<file path="config.mk">
export PLATFORM = sky130hd
export DESIGN_NAME = dirb_core
export DESIGN_NICKNAME = d
export VERILOG_FILES = /design/src/core/dirb_pkg.sv /design/src/core/dirb_status_hold.sv /design/src/core/dirb_core.sv
export SDC_FILE = /design/constraint.sdc
export NUM_CORES = 1
export LEC_CHECK = 0
export BUFFER_PORTS_ARGS = -buffer_cell sky130_fd_sc_hd__buf_2
export CORE_AREA = 2 2 455 457
export DETAILED_ROUTE_END_ITERATION = 12
export DIE_AREA = 0 0 457 459
export GPL_TIMING_DRIVEN = 0
export SYNTH_ARGS = -nofsm -noshare
export SYNTH_HDL_FRONTEND = slang
export SYNTH_SLANG_ARGS = --single-unit
</file>
<file path="constraint.sdc">
create_clock -name CLK_I -period 4 [get_ports CLK_I]
set_clock_uncertainty 0.1 [all_clocks]
set_input_delay 0.2 -clock CLK_I [delete_from_list [all_inputs] [get_ports CLK_I]]
set_output_delay 0.2 -clock CLK_I [all_outputs]
set_load 0.05 [all_outputs]
</file>
<file path="src/core/dirb_pkg.sv">
// Package for the drive info response builder: codes, layout constants and carriers.
package dirb_pkg;

	// ****************************************
	// Control codes and command identifiers
	// ****************************************
	localparam logic [7:0] CODE_CONFIG = 8'h41;
	localparam logic [7:0] CODE_FORMAT = 8'h42;
	localparam logic [7:0] CODE_DRVINFO = 8'h43;
	localparam logic [7:0] CODE_STATUS = 8'h44;
	localparam logic [7:0] CODE_DIAG = 8'h49;
	localparam logic [7:0] LDSI_GATE_ID = 8'h01;

	// ****************************************
	// Response layout
	// ****************************************
	localparam int CFG_LEN = 74;
	localparam logic [15:0] CFG_COUNT = 16'h0048;
	localparam int FMT_LEN = 16;
	localparam int DSI_LEN = 8;
	localparam int DIAG_LEN = 30;
	localparam int STAT_LEN = 8;
	localparam logic [7:0] DEV_CLASS_DISK = 8'h01;
	localparam logic [15:0] SECT_NOT_FIXED = 16'hffff;
	localparam logic [7:0] OFS_LAST_CYL = 8'h06;
	localparam logic [7:0] OFS_SYNC = 8'h48;
	localparam logic [7:0] OFS_GATE = 8'h49;

	// ****************************************
	// Reset values of the alterable fields
	// ****************************************
	localparam logic [7:0] SYNC_RESET = 8'h5a;
	localparam logic [7:0] GATE_RESET = 8'h08;

	// Response selector.
	typedef enum logic [2:0] {
		RSP_CONFIG = 3'b000,
		RSP_FORMAT = 3'b001,
		RSP_DRVINFO = 3'b010,
		RSP_DIAG = 3'b011,
		RSP_STATUS = 3'b100
	} dirb_rsp_e;

	// Builder state.
	typedef enum logic [1:0] {
		ST_IDLE = 2'b00,
		ST_SEND = 2'b01,
		ST_WAIT = 2'b10
	} dirb_state_e;

	// Drive geometry and timing, fixed per drive.
	typedef struct packed {
		logic [7:0] drive_type;
		logic [7:0] capability;
		logic [7:0] feature;
		logic [31:0] last_cyl;
		logic [31:0] defect_cyl;
		logic [15:0] heads;
		logic [15:0] sectors;
		logic fixed_sectored;
		logic [31:0] octets_track;
		logic [31:0] seek_single;
		logic [31:0] seek_avg;
		logic [31:0] seek_max;
		logic [31:0] rotation;
		logic [31:0] head_switch;
		logic [31:0] wr_recovery;
		logic [31:0] maker;
		logic [63:0] model;
		logic [31:0] revision;
		logic [63:0] card_serial;
		logic [15:0] switches;
	} dirb_cfg_s;

	// Eight status octets, octet 0 in the top byte.
	typedef struct packed {
		logic [7:0] general;
		logic [7:0] unsolicited;
		logic [7:0] bus_ctl;
		logic [39:0] drive;
	} dirb_stat_s;

endpackage

</file>
<file path="src/core/dirb_status_hold.sv">
// Sticky exception status store with clear on successful read.
`timescale 1ns/10ps
module dirb_status_hold (
	input wire logic CLK_I, // Clock.
	input wire logic SYS_RST_I, // Reset.
	input wire dirb_pkg::dirb_stat_s set_i, // Exception events.
	input wire logic clear_i, // Clear after successful read.
	output dirb_pkg::dirb_stat_s stat_o // Held status.
);
	import dirb_pkg::*;

	dirb_stat_s stat_reg;

	// New events win over a clear in the same cycle.
	always_ff @(posedge CLK_I) begin
		if (SYS_RST_I) begin
			stat_reg <= '0;
		end else if (clear_i) begin
			stat_reg <= set_i;
		end else begin
			stat_reg <= stat_reg | set_i;
		end
	end

	assign stat_o = stat_reg;

	a_clear_keeps_set: assert property (@(posedge CLK_I) disable iff (SYS_RST_I)
		clear_i |=> stat_reg == $past(set_i)) else $error("clear lost an event");

endmodule // dirb_status_hold

</file>
<file path="src/core/dirb_core.sv">
// Drive info response builder: configuration, format, drive info, diagnostic and status responses.
`timescale 1ns/10ps
module dirb_core (
	input wire logic CLK_I, // Clock, 100 MHz.
	input wire logic SYS_RST_I, // Synchronous reset, active high.
	input wire dirb_pkg::dirb_cfg_s CFG_I, // Fixed drive parameters.
	input wire logic CTL_VALID_I, // Control code strobe.
	input wire logic [7:0] CTL_CODE_I, // Control code.
	input wire logic UID_LOAD_I, // Load unique identifier strobe.
	input wire logic [63:0] UID_I, // New unique identifier.
	input wire logic SYNC_LOAD_I, // Modify sync octet strobe.
	input wire logic [7:0] SYNC_I, // New sync octet.
	input wire logic LDSI_LOAD_I, // Load drive specific info strobe.
	input wire logic [7:0] LDSI_ID_I, // Its command identifier.
	input wire logic [7:0] LDSI_VAL_I, // Its value.
	input wire logic [8*dirb_pkg::FMT_LEN-1:0] FMT_I, // Format spec from octet 2 up.
	input wire logic [8*dirb_pkg::DSI_LEN-1:0] DSI_I, // Drive specific info octets.
	input wire logic [8*dirb_pkg::DIAG_LEN-17:0] DIAG_I, // Diagnostic octets 2 to 29.
	input wire dirb_pkg::dirb_stat_s STAT_SET_I, // Exception events.
	input wire logic OUT_READY_I, // Controller takes octet.
	input wire logic CMPL_VALID_I, // Controller completion status strobe.
	input wire logic CMPL_OK_I, // Completion status shows success.
	output logic OUT_VALID_O, // Octet valid.
	output logic [7:0] OUT_DATA_O, // Response octet.
	output logic OUT_LAST_O, // Final octet of response.
	output logic REJECT_O, // Control code rejected pulse.
	output logic [7:0] SYNC_O, // Current sync octet.
	output logic [7:0] GATE_O // Current read gate delay.
);
	import dirb_pkg::*;

	// ****************************************
	// State
	// ****************************************
	dirb_state_e state_reg;
	dirb_rsp_e rsp_reg;
	logic [7:0] idx_reg;
	logic [7:0] len_reg;
	logic [63:0] uid_reg;
	logic [7:0] sync_reg;
	logic [7:0] gate_reg;
	logic valid_reg;
	logic [7:0] data_reg;
	logic last_reg;
	logic reject_reg;
	logic clear_pulse;
	dirb_stat_s stat_now;
	logic [8*CFG_LEN-1:0] cfg_img;
	logic [7:0] oct_next;
	logic last_next;

	// Most significant octet first at increasing positions.
	function automatic logic [7:0] pick(input logic [8*CFG_LEN-1:0] img, input logic [7:0] i,
		input int n);
		pick = img[8*(n-1-int'(i)) +: 8];
	endfunction

	// Status zero from octet i onward.
	function automatic logic rest_zero(input dirb_stat_s s, input logic [7:0] i);
		logic [63:0] v;
		v = s;
		rest_zero = ((v << (8 * i)) == 64'h0);
	endfunction

	// ****************************************
	// Status store
	// ****************************************
	dirb_status_hold u_stat (
		.CLK_I(CLK_I),
		.SYS_RST_I(SYS_RST_I),
		.set_i(STAT_SET_I),
		.clear_i(clear_pulse),
		.stat_o(stat_now)
	);

	// Clear only on successful completion after a status read.
	assign clear_pulse = (state_reg == ST_WAIT) && CMPL_VALID_I && CMPL_OK_I;

	// Configuration image, octet 0 at the top.
	assign cfg_img = {CFG_COUNT,
		DEV_CLASS_DISK,
		CFG_I.drive_type, CFG_I.capability,
		CFG_I.feature,
		CFG_I.last_cyl,
		CFG_I.defect_cyl, CFG_I.heads,
		(CFG_I.fixed_sectored ? CFG_I.sectors : SECT_NOT_FIXED),
		CFG_I.octets_track,
		CFG_I.seek_single,
		CFG_I.seek_avg,
		CFG_I.seek_max,
		CFG_I.rotation,
		CFG_I.head_switch,
		CFG_I.wr_recovery,
		CFG_I.maker, CFG_I.model, CFG_I.revision,
		uid_reg,
		CFG_I.switches,
		sync_reg,
		gate_reg};

	// Octet chooser for the active response.
	always_comb begin
		oct_next = 8'h00;
		last_next = 1'b0;
		case (rsp_reg)
			RSP_CONFIG: begin
				oct_next = pick(cfg_img, idx_reg, CFG_LEN);
				last_next = (idx_reg == 8'(CFG_LEN - 1));
			end
			RSP_FORMAT: begin
				if (idx_reg < 8'h02) begin
					// Octets 2 to n follow the count, so the count is n-1.
					oct_next = (idx_reg == 8'h00) ? 8'h00 : 8'(FMT_LEN);
				end else begin
					oct_next = pick({FMT_I, {(8*(CFG_LEN-FMT_LEN)){1'b0}}},
						8'(idx_reg - 8'h02), CFG_LEN);
				end
				last_next = (idx_reg == 8'(FMT_LEN + 1));
			end
			RSP_DRVINFO: begin
				if (idx_reg < 8'h02) begin
					oct_next = (idx_reg == 8'h00) ? 8'h00 : 8'(DSI_LEN);
				end else begin
					oct_next = pick({DSI_I, {(8*(CFG_LEN-DSI_LEN)){1'b0}}},
						8'(idx_reg - 8'h02), CFG_LEN);
				end
				last_next = (idx_reg == 8'(DSI_LEN + 1));
			end
			RSP_DIAG: begin
				if (idx_reg < 8'h02) begin
					oct_next = (idx_reg == 8'h00) ? 8'h00 : 8'(DIAG_LEN - 2);
				end else begin
					oct_next = pick({DIAG_I, {(8*(CFG_LEN-DIAG_LEN+2)){1'b0}}},
						8'(idx_reg - 8'h02), CFG_LEN);
				end
				last_next = (idx_reg == 8'(DIAG_LEN - 1));
			end
			RSP_STATUS: begin
				oct_next = pick({stat_now, {(8*(CFG_LEN-STAT_LEN)){1'b0}}}, idx_reg,
					CFG_LEN);
				last_next = (idx_reg == 8'(STAT_LEN - 1)) ||
					rest_zero(stat_now, 8'(idx_reg + 8'h01));
			end
			default: begin
				oct_next = 8'h00;
				last_next = 1'b1;
			end
		endcase
	end

	// ****************************************
	// Response sequencer
	// ****************************************
	always_ff @(posedge CLK_I) begin
		if (SYS_RST_I) begin
			state_reg <= ST_IDLE;
			rsp_reg <= RSP_CONFIG;
			idx_reg <= 8'h00;
			valid_reg <= 1'b0;
			data_reg <= 8'h00;
			last_reg <= 1'b0;
			reject_reg <= 1'b0;
		end else begin
			reject_reg <= 1'b0;
			case (state_reg)
				ST_IDLE: begin
					if (CTL_VALID_I) begin
						idx_reg <= 8'h00;
						if (CTL_CODE_I == CODE_CONFIG) begin
							rsp_reg <= RSP_CONFIG;
							state_reg <= ST_SEND;
						end else if (CTL_CODE_I == CODE_FORMAT) begin
							rsp_reg <= RSP_FORMAT;
							state_reg <= ST_SEND;
						end else if (CTL_CODE_I == CODE_DRVINFO) begin
							rsp_reg <= RSP_DRVINFO;
							state_reg <= ST_SEND;
						end else if (CTL_CODE_I == CODE_STATUS) begin
							rsp_reg <= RSP_STATUS;
							state_reg <= ST_SEND;
						end else if (CTL_CODE_I == CODE_DIAG) begin
							rsp_reg <= RSP_DIAG;
							state_reg <= ST_SEND;
						end else begin
							reject_reg <= 1'b1;
						end
					end
				end
				ST_SEND: begin
					if (!valid_reg || OUT_READY_I) begin
						if (valid_reg && last_reg) begin
							valid_reg <= 1'b0;
							state_reg <= (rsp_reg == RSP_STATUS) ? ST_WAIT : ST_IDLE;
						end else begin
							valid_reg <= 1'b1;
							data_reg <= oct_next;
							last_reg <= last_next;
							idx_reg <= 8'(idx_reg + 8'h01);
						end
					end
				end
				ST_WAIT: begin
					if (CMPL_VALID_I) begin
						state_reg <= ST_IDLE;
					end
				end
				default: begin
					state_reg <= ST_IDLE;
				end
			endcase
		end
	end

	// Alterable identifier, sync octet and gate delay.
	always_ff @(posedge CLK_I) begin
		if (SYS_RST_I) begin
			uid_reg <= 64'h0;
			sync_reg <= SYNC_RESET;
			gate_reg <= GATE_RESET;
		end else begin
			if (UID_LOAD_I) begin
				uid_reg <= UID_I;
			end else if (uid_reg == 64'h0) begin
				uid_reg <= CFG_I.card_serial;
			end
			if (SYNC_LOAD_I) begin
				sync_reg <= SYNC_I;
			end
			if (LDSI_LOAD_I && LDSI_ID_I == LDSI_GATE_ID) begin
				gate_reg <= LDSI_VAL_I;
			end
		end
	end

	assign OUT_VALID_O = valid_reg;
	assign OUT_DATA_O = data_reg;
	assign OUT_LAST_O = last_reg;
	assign REJECT_O = reject_reg;
	assign SYNC_O = sync_reg;
	assign GATE_O = gate_reg;

	// ****************************************
	// Checks
	// ****************************************
	a_reject_no_data: assert property (@(posedge CLK_I) disable iff (SYS_RST_I)
		REJECT_O |-> !OUT_VALID_O && state_reg == ST_IDLE) else $error("reject sent data");
	a_sync_update: assert property (@(posedge CLK_I) disable iff (SYS_RST_I)
		SYNC_LOAD_I |=> SYNC_O == $past(SYNC_I)) else $error("sync not loaded");
	a_gate_update: assert property (@(posedge CLK_I) disable iff (SYS_RST_I)
		LDSI_LOAD_I && LDSI_ID_I == LDSI_GATE_ID |=> GATE_O == $past(LDSI_VAL_I))
		else $error("gate not loaded");
	a_cfg_count: assert property (@(posedge CLK_I) disable iff (SYS_RST_I)
		state_reg == ST_SEND && rsp_reg == RSP_CONFIG && idx_reg == 8'h01 && valid_reg
		|-> OUT_DATA_O == 8'h00) else $error("count high octet wrong");
	a_status_bound: assert property (@(posedge CLK_I) disable iff (SYS_RST_I)
		rsp_reg == RSP_STATUS && valid_reg |-> idx_reg <= 8'(STAT_LEN))
		else $error("status too long");
	// A failed completion after a status read must leave every held bit in place.
	a_clear_only_ok: assert property (@(posedge CLK_I) disable iff (SYS_RST_I)
		state_reg == ST_WAIT && CMPL_VALID_I && !CMPL_OK_I
		|=> stat_now == ($past(stat_now) | $past(STAT_SET_I))) else $error("bad clear");
	a_last_drops: assert property (@(posedge CLK_I) disable iff (SYS_RST_I)
		OUT_VALID_O && OUT_LAST_O && OUT_READY_I |=> !OUT_VALID_O)
		else $error("valid after last");
	a_sects_ones: assert property (@(posedge CLK_I) disable iff (SYS_RST_I)
		!CFG_I.fixed_sectored |-> cfg_img[8*(CFG_LEN-18)+15 -: 16] == SECT_NOT_FIXED)
		else $error("sectors not all ones");
	c_status_read: cover property (@(posedge CLK_I) clear_pulse);
	c_reject: cover property (@(posedge CLK_I) REJECT_O);
	c_cfg_done: cover property (@(posedge CLK_I)
		rsp_reg == RSP_CONFIG && OUT_LAST_O && OUT_READY_I);
	// Status read that ends before the eighth octet.
	c_status_early: cover property (@(posedge CLK_I)
		rsp_reg == RSP_STATUS && OUT_VALID_O && OUT_LAST_O && idx_reg < 8'(STAT_LEN));

endmodule // dirb_core

</file>
-- Yosys cells after proc, flatten, opt, wreduce, memory -nomap -nowiden
Cells that the tools add are included.
- register bits: 168
- latch bits: 0
- RAM bits: 0
- bits in read-only memories: 0
- input port bits: 1138
- logic and storage cells: 107
- memories kept: 0
- add/subtract/negate cells: 4
- multiply operators: 0
- div/mod/pow operators: 0
- $lt $le $gt $ge: 1
- equal/unequal tests: 23
- shifts and indexed selects: 6
- muxes and demuxes: 34
- bitwise operators: 4
- reduce and logical (&&, ||, !) cells: 21
- operators by type and width (operator ; count):
    $shiftx A592 B12 Y8 ; 5
    $mux W64 ; 3
    $logic_not A64 Y1 ; 2
    $or A64 B64 Y64 ; 1
    $shl A64 B11 Y64 ; 1
    $eq A8 B7 Y1 const B ; 6
    $mux W8 ; 6
    $pmux W8 S5 ; 1
    $mux W2 ; 10
    $sub A7 B8 Y9 const A ; 2
    $eq A8 B5 Y1 const B ; 2
    $mux W16 ; 1
    $pmux W8 S2 ; 1
    $mux W3 ; 5
    $mux W5 ; 2
    $ne A2 B2 Y1 const B ; 5
    $add A8 B1 Y8 const B ; 1
    $eq A8 B1 Y1 const B ; 1
    $eq A8 B3 Y1 const B ; 1
    $eq A8 B4 Y1 const B ; 1
    $logic_not A8 Y1 ; 1
    $lt A8 B2 Y1 const B ; 1
    $sub A8 B2 Y8 const B ; 1
    $reduce_or A7 Y1 ; 1
    22 further kinds ; 32

-- Depth between registers and ports, before layout
- word-level depth: 8
- mapped depth: 18
- gate-level depth less buffers: 10

-- Hierarchy
From an unflattened synthesis, not the netlist that was laid out.
- cells, all modules: 1939
- area, all modules: 17545.6 um^2
- by module, submodules not included (module ; instances ; cells each ; area an instance (um^2) ; seq. area each (um^2)):
    dirb_core ; 1 ; 1669 ; 15208.3 ; 2082.0
    dirb_status_hold ; 1 ; 270 ; 2337.2 ; 1281.2

-- Least setup slack after synthesis
No wires, ideal clock.
- path type: register to register
- start point: register idx_reg[1]
- end point: register data_reg[4], in the netlist OUT_DATA_O[4]
- library setup time: 0.132 ns
- data arrival time: 3.637 ns
- setup slack: 0.131 ns
- cell stages (with the launch flop): 17
- cells stage by stage: dfxtp_1 buf_2 buf_2 inv_1 buf_2 buf_1 ha_1 buf_2 buf_2 buf_4 buf_2 buf_1 mux4_2 o21ai_0 a21oi_1 nor4b_1 a31oi_1
- cells in the longest elaborated chain, start to end: 5
- elaborated cells between the ends (all ways): 16
- those cells by class: 3 x add/sub; 1 x order compare; 5 x shift; 6 x mux; 1 x reduce/logical
- RTL lines (item ; RTL line ; text):
    start, declared ; dirb_core.sv:37 ; logic [7:0] idx_reg;
    start signal, assigned ; dirb_core.sv:197 ; idx_reg <= 8'(idx_reg + 8'h01);
    $sub A8 B2 Y8 ; dirb_core.sv:115, dirb_core.sv:124, dirb_core.sv:133 ;
    $sub A7 B8 Y9 ; dirb_core.sv:55 ; pick = img[8*(n-1-int'(i)) +: 8];
    $shiftx A592 B12 Y8 ; dirb_core.sv:55 ;
    $mux W8, on equally long branches ; dirb_core.sv:129, dirb_core.sv:110, dirb_core.sv:120 ;
    $pmux W8 S5 * ; dirb_core.sv:104 ; case (rsp_reg)
    end signal, assigned ; dirb_core.sv:195 ; data_reg <= oct_next;
    end, declared ; dirb_core.sv:43 ; logic [7:0] data_reg;
Every way passes the cells marked *; elsewhere a longest branch is shown, timed or not.
A chain may end at the register's enable or synchronous reset.

-- Worst setup path in the final report
- start point: register idx_reg[1]
- end point: register data_reg[5], in the netlist OUT_DATA_O[5]
The elaborated chain is that of the path after synthesis.

==> flow_metrics.py <==
metrics = {
    "worst_setup_path": {
        "cp_num_buf_inv": 5,
        "endpoint_kind": "register",
        "cp.arrival_ns": 4.41,
        "required_ns": 4.26,
        "critPathKind": "reg2reg",
        "start_kind": "register",
        "cpPeakStageDelay_ns": 0.63,
        "slowest_stage": "mux4_2",
        "cp_max_fo": 10,
        "cp_top_family": "multiplexers",
        "r2r_setup_slack_ns": -0.14,
        "cp_cell_sequence": "buf_16, clkinvlp_4, buf_12, ha_4, buf_6, buf_12, mux4_2, mux4_2, nand3_4, o211ai_1, nor4_4, a311oi_1",
    },
    "timing": {
        "finalSetupViolations": 3,
        "rsz0062_at_grt": "true",
        "fin_setup_tns_ns": -0.329,
        "timing.final.hold_violations": 0,
        "report.final.slew_viol_count": 11,
        "max_freq_mhz": 241,
        "min_period_ns": 4.14,
        "fin_ws_ns": -0.145,
        "max_slew_margin_pct": -6.77,
        "period_share_pct": 104,
        "worstMarginPinSlew_ns": 1.60,
    },
    "clock_tree": {
        "tritoncts": "yes",
        "cts-buffers-inserted": 17,
        "htree_levels": 4,
        "clock_sinks": 168,
        "cts_root_buffer": "clkbuf_16",
        "cts_buffer_depth": 2,
        "clk_pin_slew_ns": 0.08,
        "clk_latency_ns": 0.52,
    },
    "global_routing": {
        "grt_pass1_vias": 24840,
        "grt_first_pass_wirelength_um": 305000,
        "grt_antenna_before_repair": 242,
        "grt_overflow": 0,
        "track_usage_pct": 23.3,
        "grt_max_degree": 17,
    },
    "cells_and_area": {
        "postLayoutCoreUtil_pct": 15.1,
        "nNetsFinal": 4405,
        "drive_gt1_share_pct": 52.7,
        "area_growth_pct": 81.0,
        "fill_cells": 23359,
        "instances_no_fill": 6061,
    },
    "place": {
        "dp.cells": 5735,
        "hpwl_um": 215000,
        "place_congestion": 0.911,
        "port_buffers": 1163,
    },
    "synth": {
        "yosysWarnings": 0,
        "synthSimpleGateAreaFrac_pct": 15.8,
        "synth_edf_count": 0,
        "synth_top_family_by_area": "multiplexers",
        "synth_fa_ha_area_share_pct": 0.439,
        "synth_common_cells": "nor2_1 (221), mux4_2 (190), mux2i_1 (185), dfxtp_1 (168), a21oi_1 (150)",
        "yosys.area.top_type": "mux4_2",
        "synth_seq_area_share_pct": 19.7,
        "yosysTopAreaCellShare_pct": 25.0,
        "synth_ff_type": "dfxtp_1",
        "netlist_instances": 1862,
        "async_flop_share_pct": 0,
        "avgSynthCellArea_um2": 9.19,
        "synth_most_common_cell": "nor2_1",
        "synthMuxAreaShare_pct": 38.4,
        "synth_area_um2": 17100,
        "synth-xor-area-share_pct": 1.18,
        "ys_types": 77,
        "synth.area.top_cells": "mux4_2 (25%), dfxtp_1 (20%), mux2i_1 (11%), nor2_1 (4.8%), a21oi_1 (4.4%)",
        "synth_nets": 3006,
        "synth_compound_area_share_pct": 18.0,
        "synth-seq-cells": 168,
    },
    "status": {
        "violations": "max-capacitance violations, max-slew violations, negative setup slack",
        "status": "complete, but fails checks",
    },
    "floorplan": {
        "die_x_um": 457,
        "start_util_pct": 8.32,
        "fp-row-count": 167,
        "num_io_pins": 1165,
        "fp.dieH_um": 459,
        "die_area_um2": 210000,
        "core_area_um2": 206000,
    },
    "drt": {
        "drt_iter0_markers": 2626,
        "routedWlPerCell_um": 41.9,
        "wl_um": 254000,
        "routed_via_density": 4.24,
        "drc": 0,
        "ant_nets": 0,
        "route.vias.total": 25687,
        "firstDrtPassIters": 8,
    },
    "job": {
        "drv_cap": 1,
    },
    "power": {
        "p_per_area_nw_per_um2": 174,
        "ir_worst_vdd_mv": 0.241,
        "leakage_nw": 12.1,
    },
    "hold_path": {
        "hold_class": "in2reg",
    },
}
[metal layers]
metal / wire length, um / global-route usage (%) / up-vias
met5: 614 / 0 / -
met4: 14000 / 10.0 / 94
met3: 22100 / 6.94 / 634
met2: 114000 / 37.7 / 2095
met1: 104000 / 28.6 / 12619
li1: - / - / 10245
[timing repair]
action,CTS,global route
resized for setup,349,64
hold endpoints to repair,122,0
pin swaps,24,12
setup buffers,42,14
setup endpoints to repair,11,9
hold buffers,162,0
[stage by stage]
step	hold slack (ns)	total power, mW	setup WS [ns]	instance area, um2
floorplan	0.217	2.39	0.131	17100
detailed placement	0.312	3.51	-6.03	26500
finish	0.0147	5.38	-0.145	31000
global route	0.0228	5.53	-0.0795	30900
global placement	0.307	3.48	-6.28	26300
CTS	0.00250	5.36	-0.462	30400
[cell families (layout without fill, tap and decap cells)]
logic type                 count (synthesis)  in the layout
DFF                                      168            168
buffers and inverters                    206           1616
and+or+nand+nor                          577            577
adders and majority gates                  6              6
muxes                                    413            413
other                                      0             85
AOI/OAI and AO/OA                        474            474
xor gates and xnor gates                  18             18
[worst min-delay path: stages]
cell,delay (ns)
buf_2,0.08
mux2i_1,0.09
a211oi_1,0.22
[layout make-up]
class / instances / area, um2 / share of cell area, %
multi-input cells: 1488 / 13400 / 43.4
well taps: 2704 / 3380 / 10.9
diodes: 85 / 213 / 0.687
clock inverters: 11 / 90.1 / 0.291
repair buffers: 1385 / 8130 / 26.2
plain buffers: 190 / 1860 / 6.00
inverters: 11 / 55.1 / 0.178
flip-flops and latches: 168 / 3370 / 10.9
clock buffers: 19 / 433 / 1.40
[power breakdown]
part	internal (mW)	leakage (nW)	switching, mW
sequential	1.77	1.40	0.137
combinational	0.871	10.4	0.908
clock	0.798	0.257	0.896
[path summary, 6_finish.rpt]
check	cells after the start	start	end
max reg2reg	12	idx_reg[1]$_SDFFE_PP0P_	OUT_DATA_O[5]$_SDFFE_PP0P_
min reg2reg	2	uid_reg[3]$_SDFFE_PP0P_	uid_reg[3]$_SDFFE_PP0P_
max	12	idx_reg[1]$_SDFFE_PP0P_	OUT_DATA_O[5]$_SDFFE_PP0P_
min	3	UID_I[42]	uid_reg[42]$_SDFFE_PP0P_
[layout by cell type (no fill, tap or decap), drive strengths merged, types with 33 or more instances in the layout]
master and count:
mux2i 185, nand3 43, mux4 191, a211oi 78
dfxtp 168, nand2 131, diode 85, nor2 221
nor4 43, clkbuf 105, buf 1327, nor3 33
dlygate4sd3 162, a21oi 150, mux2 37, o21ai 66
Note: power is estimated with default switching activity, not from simulation.
